## config.mk

```make
export PLATFORM = sky130hd
export DESIGN_NAME = dcw_config_decode
export DESIGN_NICKNAME = d
export VERILOG_FILES = /design/src/dcw_pkg.sv /design/src/dcw_nv_store.sv /design/src/dcw_config_decode.sv
export SDC_FILE = /design/constraint.sdc
export NUM_CORES = 1
export LEC_CHECK = 0
export BUFFER_PORTS_ARGS = -buffer_cell sky130_fd_sc_hd__buf_2
export CORE_MARGIN = 2
export CORE_UTILIZATION = 40
export CTS_CLUSTER_SIZE = 28
export DETAILED_ROUTE_END_ITERATION = 10
export MAX_ROUTING_LAYER = met4
export PLACE_DENSITY = 0.62
export SETUP_SLACK_MARGIN = 0.02
export SYNTH_ARGS = -nofsm -noshare
export SYNTH_HDL_FRONTEND = slang
export SYNTH_SLANG_ARGS = --single-unit
```

## constraint.sdc

```tcl
create_clock -name clk -period 2.6 [get_ports clk]
set_input_delay 0.26 -clock clk [delete_from_list [all_inputs] [get_ports clk]]
set_output_delay 0.26 -clock clk [all_outputs]
set_load 0.01 [all_outputs]
```

## src/dcw_pkg.sv

```systemverilog
// Operation
// code_protect_n low blocks external flash access.
// boot_flash_write_allow low blocks boot flash writes.
// programmer writes word zero reserved bits correctly.
// watchdog_force_on high runs watchdog, ignores disable.
// watchdog_force_on low: watchdog off, software enables.
// postscale field gives divide ratio two^code.
// postscale codes above 10100 act as 10100.
// monitor field 1x disables switching and monitor.
// field 01 switching only; 00 both enabled.
// programmer writes word one reserved bits high.
// fields set by programming only, software reads.
// words latched after reset, held until reset.
`default_nettype none
package dcw_pkg;

  // wishbone byte offsets
  localparam logic [7:0] ADR_CFG0 = 8'h00;
  localparam logic [7:0] ADR_CFG1 = 8'h04;
  localparam logic [7:0] ADR_CTRL = 8'h08;
  localparam logic [7:0] ADR_STAT = 8'h0c;

  // erased nonvolatile cells read as ones
  localparam logic [31:0] CFG_ERASED = 32'hffff_ffff;
  localparam logic [31:0] CTRL_RESET = 32'h0000_0000;

  // config_word_zero fields
  localparam int CFG0_PROTECT_BIT = 28;
  localparam int CFG0_BOOT_WR_BIT = 24;
  localparam logic [31:0] CFG0_RSVD_MASK = 32'hfef0_0000;
  localparam logic [31:0] CFG0_RSVD_VAL = 32'h6ef0_0000;

  // config_word_one fields
  localparam int CFG1_DOG_FORCE_BIT = 23;
  localparam int CFG1_POSTSCALE_LSB = 16;
  localparam int CFG1_CLK_MON_LSB = 14;
  localparam logic [31:0] CFG1_RSVD_MASK = 32'hff60_0000;
  localparam logic [31:0] CFG1_RSVD_VAL = 32'hff60_0000;

  localparam logic [4:0] POSTSCALE_MAX = 5'h14;

  // control register
  localparam int CTRL_DOG_SW_EN_BIT = 0;

  // status register
  localparam int STAT_DONE_BIT = 0;
  localparam int STAT_DOG_RUN_BIT = 1;
  localparam int STAT_CLK_SW_BIT = 2;
  localparam int STAT_FAIL_SAFE_BIT = 3;
  localparam int STAT_BOOT_WR_BIT = 4;
  localparam int STAT_PROG_ACC_BIT = 5;
  localparam int STAT_RSVD_OK_BIT = 6;
  localparam int STAT_POSTSCALE_LSB = 8;

  typedef enum logic [1:0] {LOAD_RD0, LOAD_RD1, LOAD_CAP1, LOAD_DONE} dcw_load_state_type;

  // clamp of the postscale code
  function automatic logic [4:0] dcw_postscale_exp(input logic [4:0] code);
    dcw_postscale_exp = (code > POSTSCALE_MAX) ? POSTSCALE_MAX : code;
  endfunction

endpackage
`default_nettype wire

```

## src/dcw_nv_store.sv

```systemverilog
`timescale 1ns/10ps
`default_nettype none
module dcw_nv_store #(
  parameter int WIDTH = 32,
  parameter int DEPTH = 2,
  parameter int AW = 1
) (
  input wire logic clk, // system clock
  input wire logic rst_b, // synchronous reset, active low
  input wire logic wr_en, // programmer write strobe
  input wire logic [AW-1:0] wr_addr, // programmer word select
  input wire logic [WIDTH-1:0] wr_data, // programmer write data
  input wire logic [AW-1:0] rd_addr, // read word select
  output logic [WIDTH-1:0] rd_data // registered read data
);

  // array is not reset: contents survive every reset like flash cells
  logic [WIDTH-1:0] mem [DEPTH] = '{default: dcw_pkg::CFG_ERASED};
  logic [WIDTH-1:0] next_rd_data;

  always_comb begin
    next_rd_data = mem[rd_addr];
  end

  always_ff @(posedge clk) begin
    if (wr_en) begin
      mem[wr_addr] <= wr_data;
    end
  end

  always_ff @(posedge clk) begin
    if (!rst_b) begin
      rd_data <= '0;
    end else begin
      rd_data <= next_rd_data;
    end
  end

endmodule
`default_nettype wire

```

## src/dcw_config_decode.sv

```systemverilog
`timescale 1ns/10ps
`default_nettype none
module dcw_config_decode (
  input wire logic clk, // system clock
  input wire logic rst_b, // synchronous reset, active low
  input wire logic wb_cyc_i, // wishbone cycle
  input wire logic wb_stb_i, // wishbone strobe
  input wire logic wb_we_i, // wishbone write enable
  input wire logic [7:0] wb_adr_i, // wishbone byte address
  input wire logic [3:0] wb_sel_i, // wishbone byte lanes
  input wire logic [31:0] wb_dat_i, // wishbone write data
  output logic [31:0] wb_dat_o, // wishbone read data
  output logic wb_ack_o, // wishbone acknowledge
  input wire logic prog_wr_en, // programmer writes a word
  input wire logic prog_wr_sel, // programmer word select
  input wire logic [31:0] prog_wr_data, // programmer word value
  output logic config_loaded, // words latched after reset
  output logic prog_access_allow, // external flash access allowed
  output logic boot_flash_write_allow, // code may write boot flash
  output logic watchdog_timer_run, // watchdog runs
  output logic [4:0] watchdog_postscale_exp, // effective postscale code
  output logic [20:0] watchdog_divide_ratio, // postscale divide ratio
  output logic clock_switch_en, // clock switching allowed
  output logic fail_safe_monitor_en, // fail-safe monitor on
  output logic config_reserved_ok // reserved bits as expected
);

  dcw_pkg::dcw_load_state_type state, next_state;
  logic [31:0] config_word_zero, next_config_word_zero;
  logic [31:0] config_word_one, next_config_word_one;
  logic [31:0] control, next_control;
  logic [31:0] nv_rd_data;
  logic nv_rd_addr;
  logic next_config_loaded;
  logic next_prog_access_allow;
  logic next_boot_flash_write_allow;
  logic next_watchdog_timer_run;
  logic [4:0] next_watchdog_postscale_exp;
  logic [20:0] next_watchdog_divide_ratio;
  logic next_clock_switch_en;
  logic next_fail_safe_monitor_en;
  logic next_config_reserved_ok;
  logic [31:0] next_wb_dat_o;
  logic next_wb_ack_o;
  logic bus_hit;
  logic done;
  logic [31:0] status;
  logic [4:0] ps_code;
  logic [1:0] cksm;

  // programmer is the only writer of the stored words
  dcw_nv_store #(
    .WIDTH(32),
    .DEPTH(2),
    .AW(1)
  ) u_store (
    .clk(clk),
    .rst_b(rst_b),
    .wr_en(prog_wr_en),
    .wr_addr(prog_wr_sel),
    .wr_data(prog_wr_data),
    .rd_addr(nv_rd_addr),
    .rd_data(nv_rd_data)
  );

  assign done = (state == dcw_pkg::LOAD_DONE);
  assign ps_code = config_word_one[dcw_pkg::CFG1_POSTSCALE_LSB +: 5];
  assign cksm = config_word_one[dcw_pkg::CFG1_CLK_MON_LSB +: 2];

  // loader: three cycles after reset release, then frozen
  always_comb begin
    next_state = state;
    next_config_word_zero = config_word_zero;
    next_config_word_one = config_word_one;
    nv_rd_addr = 1'b0;
    unique case (state)
      dcw_pkg::LOAD_RD0: begin
        next_state = dcw_pkg::LOAD_RD1;
      end
      dcw_pkg::LOAD_RD1: begin
        nv_rd_addr = 1'b1;
        next_config_word_zero = nv_rd_data;
        next_state = dcw_pkg::LOAD_CAP1;
      end
      dcw_pkg::LOAD_CAP1: begin
        nv_rd_addr = 1'b1;
        next_config_word_one = nv_rd_data;
        next_state = dcw_pkg::LOAD_DONE;
      end
      dcw_pkg::LOAD_DONE: begin
        next_state = dcw_pkg::LOAD_DONE;
      end
    endcase
  end

  always_ff @(posedge clk) begin
    if (!rst_b) begin
      state <= dcw_pkg::LOAD_RD0;
      config_word_zero <= dcw_pkg::CFG_ERASED;
      config_word_one <= dcw_pkg::CFG_ERASED;
    end else begin
      state <= next_state;
      config_word_zero <= next_config_word_zero;
      config_word_one <= next_config_word_one;
    end
  end

  // decode; while loading everything sits in its safe off state
  always_comb begin
    next_config_loaded = done;
    next_prog_access_allow = 1'b0;
    next_boot_flash_write_allow = 1'b0;
    next_watchdog_timer_run = 1'b0;
    next_watchdog_postscale_exp = dcw_pkg::POSTSCALE_MAX;
    next_watchdog_divide_ratio = 21'(1) << dcw_pkg::POSTSCALE_MAX;
    next_clock_switch_en = 1'b0;
    next_fail_safe_monitor_en = 1'b0;
    next_config_reserved_ok = 1'b0;
    if (done) begin
      next_prog_access_allow = config_word_zero[dcw_pkg::CFG0_PROTECT_BIT];
      next_boot_flash_write_allow = config_word_zero[dcw_pkg::CFG0_BOOT_WR_BIT];
      // software bit cannot stop a forced watchdog
      next_watchdog_timer_run = config_word_one[dcw_pkg::CFG1_DOG_FORCE_BIT] |
        control[dcw_pkg::CTRL_DOG_SW_EN_BIT];
      next_watchdog_postscale_exp = dcw_pkg::dcw_postscale_exp(ps_code);
      next_watchdog_divide_ratio = 21'(1) << dcw_pkg::dcw_postscale_exp(ps_code);
      next_clock_switch_en = !cksm[1];
      next_fail_safe_monitor_en = (cksm == 2'b00);
      // a word left half programmed shows up here rather than silently
      next_config_reserved_ok =
        ((config_word_zero & dcw_pkg::CFG0_RSVD_MASK) == dcw_pkg::CFG0_RSVD_VAL) &&
        ((config_word_one & dcw_pkg::CFG1_RSVD_MASK) == dcw_pkg::CFG1_RSVD_VAL);
    end
  end

  always_ff @(posedge clk) begin
    if (!rst_b) begin
      config_loaded <= 1'b0;
      prog_access_allow <= 1'b0;
      boot_flash_write_allow <= 1'b0;
      watchdog_timer_run <= 1'b0;
      watchdog_postscale_exp <= dcw_pkg::POSTSCALE_MAX;
      watchdog_divide_ratio <= 21'(1) << dcw_pkg::POSTSCALE_MAX;
      clock_switch_en <= 1'b0;
      fail_safe_monitor_en <= 1'b0;
      config_reserved_ok <= 1'b0;
    end else begin
      config_loaded <= next_config_loaded;
      prog_access_allow <= next_prog_access_allow;
      boot_flash_write_allow <= next_boot_flash_write_allow;
      watchdog_timer_run <= next_watchdog_timer_run;
      watchdog_postscale_exp <= next_watchdog_postscale_exp;
      watchdog_divide_ratio <= next_watchdog_divide_ratio;
      clock_switch_en <= next_clock_switch_en;
      fail_safe_monitor_en <= next_fail_safe_monitor_en;
      config_reserved_ok <= next_config_reserved_ok;
    end
  end

  always_comb begin
    status = '0;
    status[dcw_pkg::STAT_DONE_BIT] = config_loaded;
    status[dcw_pkg::STAT_DOG_RUN_BIT] = watchdog_timer_run;
    status[dcw_pkg::STAT_CLK_SW_BIT] = clock_switch_en;
    status[dcw_pkg::STAT_FAIL_SAFE_BIT] = fail_safe_monitor_en;
    status[dcw_pkg::STAT_BOOT_WR_BIT] = boot_flash_write_allow;
    status[dcw_pkg::STAT_PROG_ACC_BIT] = prog_access_allow;
    status[dcw_pkg::STAT_RSVD_OK_BIT] = config_reserved_ok;
    status[dcw_pkg::STAT_POSTSCALE_LSB +: 5] = watchdog_postscale_exp;
  end

  // bus slave: ack one cycle after the request, held off until loaded
  assign bus_hit = wb_cyc_i && wb_stb_i && !wb_ack_o && done;

  always_comb begin
    next_wb_ack_o = bus_hit;
    next_wb_dat_o = '0;
    next_control = control;
    if (bus_hit && !wb_we_i) begin
      unique case (wb_adr_i)
        dcw_pkg::ADR_CFG0: next_wb_dat_o = config_word_zero;
        dcw_pkg::ADR_CFG1: next_wb_dat_o = config_word_one;
        dcw_pkg::ADR_CTRL: next_wb_dat_o = control;
        dcw_pkg::ADR_STAT: next_wb_dat_o = status;
        default: next_wb_dat_o = '0;
      endcase
    end
    // writes to the config words are acked and dropped
    // a write lands at the edge where the master sees ack, while its request is still held
    if (wb_cyc_i && wb_stb_i && wb_ack_o && wb_we_i && wb_adr_i == dcw_pkg::ADR_CTRL && wb_sel_i[0]) begin
      next_control[dcw_pkg::CTRL_DOG_SW_EN_BIT] = wb_dat_i[dcw_pkg::CTRL_DOG_SW_EN_BIT];
    end
  end

  always_ff @(posedge clk) begin
    if (!rst_b) begin
      wb_ack_o <= 1'b0;
      wb_dat_o <= '0;
      control <= dcw_pkg::CTRL_RESET;
    end else begin
      wb_ack_o <= next_wb_ack_o;
      wb_dat_o <= next_wb_dat_o;
      control <= next_control;
    end
  end
endmodule
`default_nettype wire

```

==> metrics, run 1 <==
status=finished, final reports clean; die area=0.02061 mm^2; Final Hold Fails=0; Via density=4.602; data required time at the worst endpoint=3030 ps; starting density of the core=40.44%; pin count of the biggest net entering global routing=103; Final min period=1854 ps; Fmax=0.5395 GHz; num rows=51; Slew @ Worst Pin=about 960 ps; # port buffers=roughly 110; crit path DAT=2290 ps; CP max FO=20; Peak VDD IR=422.9 uV; initial antenna violation count=0; fin nets=around 850; Yosys warning count=0; Syn Inst Count=623; Post-Syn Area=0.007792 mm^2; slew margin rel.=about 36%; Power Total=7.733 mW; r2r startpoint=state[0]; Hold Startpoint=wb_dat_i[0]; Top Family by Delay on Critical Path=simple AND/OR/NAND/NOR gates; Synth top cells by count=165 x dfxtp_1, 128 x mux2i_1, 73 x nand2_1, 69 x nor2_1, 64 x edfxtp_1; reg2reg path depth=5; IO Pins=149; EDFF count, synth=64; Placeable Area=between 0.015 and 0.02 mm^2; total gr overflow=0; FF/Latch Area=0.005225 mm^2; CTS H-tree lvls=1; DP HPWL=10190 um; Tot GR Track Use=15.20%; area grow syn2layout=24.00%; hold_ws=30.31 ps; Post-Syn Nets=710; Yosys top cell area share=42.39%; Routed Antenna Nets=0; Clock Latency Late Sink=500 ps; DR pass1 iterations=4; Multi-input gate area=0.002407 mm^2; critical path, cell by cell=ha_1 -> nand2_2 -> nor3_2 -> or4b_4 -> nor2_1; Sw Pwr=1.706 mW; 1st-iter DRT viols=207; final wirelength=15310 um; Hold Path Sink=control[0]; vias in the first global route=4732; Critical-path top delay cell=or4b_4; Yosys cell types=32; # Post-CTS Setup Buffers=0; Final setup viols=0; Root Buffer=clkbuf_16; #FFs+latches synth=229; HP Class=in -> reg; Setup Skew=12.88 ps; layout cells sized above 1=20.49%; max incr delay on CP=650 ps; reg-to-reg critical path endpoint=wb_dat_o[27]; CTS buffer count=23; post-synth top area cell=dfxtp_1; maxcap violations=0; Comb pwr share=8.1%; synth top area cells=dfxtp_1 42%, edfxtp_1 25%, mux2i_1 16%, nand2_1 3.5%, nor2_1 3.3%; Die W=143.6 um; start-to-end type of the worst setup path=reg -> reg; via count=just under 5000; Final GP Congestion=0.7611; Worst setup SP type=flip-flop; Reg clk slew, reported paths=60 ps; crit share post-route=71.30%; WL/cell=14.63 um; Hold Path Depth=3; R2R setup slack=750 ps; DRC viols=0; synthesized area per cell=12.51 um^2; Clk pwr share=between 40% and 50%; diode count=0; Most used DFF post-synth=dfxtp_1; RSZ-0062 raised after global routing=no; max-slew violation count=0; most frequent cell after synthesis=dfxtp_1; leakage power=4.061 nW; Die H=143.6 um; Seq pwr share=51.9%; PwrDens=800.2 mW/mm^2; Int Power=roughly 6.0 mW; CP Buf/Inv Count=0; crit end category=flip-flop; fill cell count=about 1800; CTS tree=yes; setup TNS=0 ps; Clock Path Buffers=3; sequential share of the synthesized area=67.05%; Async S/R FF share, synth=0%; clk sink count=229; sw frac=between 20 and 25%; first-pass GRT wire length=24180 um
## tightest hold or removal path, stage by stage
cell	delay, ps
buf_2	90
nand2_1	50
mux2i_1	60
## layout by cell type (no fill, tap or decap), types with 12 or more instances in the layout
| master | netlist | routed |
|---|---|---|
| buf_2 | 11 | 114 |
| nor2_1 | 69 | 69 |
| nor2b_1 | 36 | 35 |
| clkbuf_16 | 0 | 23 |
| dlygate4sd3_1 | 0 | 32 |
| a21oi_1 | 12 | 12 |
| edfxtp_1 | 64 | 64 |
| nand2_1 | 73 | 73 |
| dfxtp_1 | 165 | 165 |
| mux2i_1 | 128 | 128 |
## power by group through the flow
stage / Combinational, mW / Clock [mW] / Sequential, mW
floorplan: 0.439 / 0 / 4.04
global placement: 0.571 / 0 / 4.08
detailed placement: 0.593 / 0 / 4.09
CTS: 0.634 / 3.18 / 4.01
global route: 0.691 / 3.33 / 4.03
finish: 0.623 / 3.10 / 4.01
## per-stage QoR
stage / setup WS, ps / std cells / instance area, um^2 / utilization [%]
6_report: 746.3 / 1046 / 9663 / 50.14
5_1_grt: 582.4 / 1046 / 9663 / 50.14
3_3_place_gp: 794.0 / 973 / 8632 / 44.79
4_1_cts: 713.2 / 1046 / 9663 / 50.14
2_1_floorplan: 462.3 / 623 / 7792 / -
3_5_place_dp: 727.5 / 973 / 8632 / 44.79
## sequential cells by signal, summed over array words and instances (netlist names), 2 cells and up
signal	flops
u_store.mem	64
wb_dat_o	32
watchdog_divide_ratio	21
config_word_zero	32
config_word_one	32
watchdog_postscale_exp	5
state	2
u_store.rd_data	32
## final cells by class
| cell class | count | share of cell area (%) |
|---|---|---|
| Tap cell | 265 | 3.431 |
| Inverter | 4 | 0.1554 |
| Timing Repair Buffer | 152 | 10.07 |
| Clock inverter | 13 | 1.204 |
| Sequential cell | 229 | 54.07 |
| Multi-Input combinational cell | 355 | 24.91 |
| Clock buffer | 28 | 6.150 |
## routing by layer
metal | up-vias | share of wire [%] | wire length, um | global-route usage (%)
met5 | - | 0 | 0 | -
met1 | 2286 | 48 | 7321 | 20.43
met4 | 0 | 2.4 | 367 | 4.954
met3 | 24 | 4.6 | 708 | 2.532
met2 | 108 | 45 | 6911 | 23.58
li1 | 2396 | - | - | -
## cell families (layout without fill, tap and decap cells)
family                     count (synthesis)  in the layout  share of synthesized area (%)
DFF                                      229            229                          67.05
and+or+nand+nor                          209            209                          12.49
muxes                                    129            129                          16.73
buffers and inverters                     39            197                          2.248
AOI/OAI and AO/OA                         13             13                         0.8349
adders and majority gates                  4              4                         0.6423
## worst max path at each step
stage,start,end,slack (ps),depth (start not counted)
final,state[0],wb_dat_o[27],750,5
after global routing,state[0],wb_dat_o[29],580,5
after CTS,state[0],wb_dat_o[27],710,5
after detailed placement,state[0],wb_dat_o[27],730,5
after global placement,state[0],wb_dat_o[29],790,5
after floorplan,prog_wr_sel,u_store.mem[0][0],460,1
## what timing repair did
action / CTS / global route
resized for setup: 0 / 0
endpoints found under the hold margin: 64 / 0
hold buffers: 32 / 0
No activity file was read; power rests on OpenSTA's default activity.
==> run 2: changes to the inputs <==
--- a/config.mk
+++ b/config.mk
@@ -11,7 +11,7 @@
 export CTS_CLUSTER_SIZE = 28
 export DETAILED_ROUTE_END_ITERATION = 10
 export MAX_ROUTING_LAYER = met4
-export PLACE_DENSITY = 0.62
+export PLACE_DENSITY = 0.64
 export SETUP_SLACK_MARGIN = 0.02
 export SYNTH_ARGS = -nofsm -noshare
 export SYNTH_HDL_FRONTEND = slang
==> constraint.sdc (replaced) <==
create_clock -name clk -period 1.63 [get_ports clk]
set_input_delay 0.163 -clock clk [delete_from_list [all_inputs] [get_ports clk]]
set_output_delay 0.163 -clock clk [all_outputs]
set_load 0.01 [all_outputs]
==> metrics, run 2 (synthesis results as in run 1) <==
status=finished, final reports clean; reg-to-reg critical path endpoint=wb_dat_o[16]; Critical-path top delay cell=or4b_4; r2r startpoint=state[1]; Top Family by Delay on Critical Path=simple AND/OR/NAND/NOR gates; start-to-end type of the worst setup path=reg -> reg; reg2reg path depth=5; Hold Path Sink=control[0]; IO Pins=149; met1 Resource Use GR=between 20% and 30%; pin count of the biggest net entering global routing=a little over 100; commonest non-fill, non-tap cell in the layout=dfxtp_1; crit path DAT=roughly 2100 ps; Power Total=approximately 12 mW; max-slew violation count=0; M2 GR Usage=25.66%; CP Buf/Inv Count=0; CTS buffer count=22; Placeable Area=0.01927 mm^2; final wirelength=15950 um; Tot GR Track Use=15.77%; starting density of the core=40.44%; setup TNS=0 ps; slew margin rel.=a little over two thirds; Peak VDD IR=566.4 uV; crit end category=flip-flop; num rows=51; Comb pwr share=roughly 8.7%; Worst setup SP type=flip-flop; # port buffers=114; 1st-iter DRT viols=~230; Int Power=~9.6 mW; Setup Skew=8.637 ps; Hold Startpoint=wb_sel_i[0]; met3 Use GR=2.599%; total gr overflow=0; data required time at the worst endpoint=about 2100 ps; fin nets=around 870; Final min period=1630 ps; Die W=~140 um; Final setup viols=0; max reg flops=64; DP HPWL=10330 um; area grow syn2layout=27.75%; hold_ws=56.24 ps; Die H=143.6 um; Largest Register=u_store.mem; leakage power=4.175 nW; Reg clk slew, reported paths=approximately 60 ps; Final Util=51.66%; clk sink count=229; DR pass1 iterations=4; Crit path depth=5; critical path, cell by cell=ha_4 -> nand2_4 -> nor3_4 -> or4b_4 -> nor2_2; Final GP Congestion=0.7545; R2R setup slack=0.3 ps; CP max FO=6; HP Class=in -> reg; CTS tree=yes; Sw Pwr=2.758 mW; Final Hold Fails=0; Fmax=0.6136 GHz; max incr delay on CP=~600 ps; Via density=around 4.6; vias in the first global route=4942; layout cells sized above 1=24.84%; Clock Latency Late Sink=500 ps; Seq pwr share=51.8%; layer with the highest usage=met2; PwrDens=1241 mW/mm^2; crit share post-route=99.98%; CP startpoint=state[1]; Clk pwr share=39.4%; Routed Antenna Nets=0; DRC viols=0; RSZ-0062 raised after global routing=yes; commonest cells after routing, fill and taps aside=163 x dfxtp_1, 126 x mux2i_1, 114 x buf_2, 73 x nand2_1, 64 x edfxtp_1; initial antenna violation count=0; die area=a little over 0.02 mm^2; Hold Path Depth=4; CTS H-tree lvls=1; Clock Path Buffers=3; Root Buffer=clkbuf_16; WL/cell=15.02 um; sw frac=between 20% and 30%; Slew @ Worst Pin=between 400 and 500 ps; maxcap violations=0; via count=roughly 4900; first-pass GRT wire length=25080 um; diode count=0
-- run 2: changes by cell type in the layout (fill, tap and decap cells not counted), moves of 3 or more --
cell,delta
buf_12,+6
buf_4,+5
clkbuf_2,+3
clkbuf_8,+3
clkinv_1,-5
dlygate4sd3_1,+3
nor2_1,-14
nor2_2,+13
or4b_4,+3
-- run 2: layout make-up --
| cell class | instances | area (um^2) |
|---|---|---|
| Fill cell | 1682 | 9316 |
| Sequential cell | 229 | 5228 |
| Multi-Input combinational cell | 358 | 2520 |
| Timing Repair Buffer | 166 | 1161 |
| Clock buffer | 34 | 629.4 |
| Tap cell | 265 | 331.6 |
| Clock inverter | 6 | 70.07 |
| Inverter | 4 | 15.01 |
-- run 2: repair_timing --
action                                 in CTS  in global routing
gates cloned                                3                  0
setup endpoints to repair                  32                 45
hold buffers                               35                  0
gates resized for setup                    10                 18
endpoints found under the hold margin      66                  0
buffers inserted                            1                  1
pin swaps                                   7                 12
-- run 2: worst max path at each step --
stage,endpoint,slack (ps)
after global placement,wb_dat_o[7],3
after global routing,wb_dat_o[24],-70
after floorplan,wb_dat_o[13],50
after CTS,wb_dat_o[30],30
after detailed placement,wb_dat_o[30],-60
final,wb_dat_o[16],0.3
-- run 2: layer usage --
layer,routed length (um),vias up
li1,-,2430
met1,7464,2310
met2,7313,136
met3,825,27
met4,350,0
met5,0,-
-- run 2: metrics by stage --
step                      setup slack [ps]  instances  instance area, um^2
after floorplan                      52.73        623                 7795
after global placement               2.866        982                 8770
after detailed placement            -57.26        982                 8770
after CTS                            25.04       1061                 9896
after global routing                -67.16       1062                 9955
final                               0.2967       1062                 9955
-- run 2: worst min-delay path, delay by kind of cell --
| kind | cells | cell delay (ps) |
|---|---|---|
| and+or+nand+nor | 2 | 130 |
| muxes | 1 | 110 |
| buffers and inverters | 1 | 100 |
-- run 2: power groups by stage --
stage / Combinational (mW) / Clock, mW / Sequential [mW]
2_1_floorplan: 0.700 / 0 / 6.44
3_3_place_gp: 0.966 / 0 / 6.50
3_5_place_dp: 0.998 / 0 / 6.52
4_1_cts: 1.08 / 4.98 / 6.40
5_1_grt: 1.19 / 5.19 / 6.44
6_report: 1.08 / 4.87 / 6.40
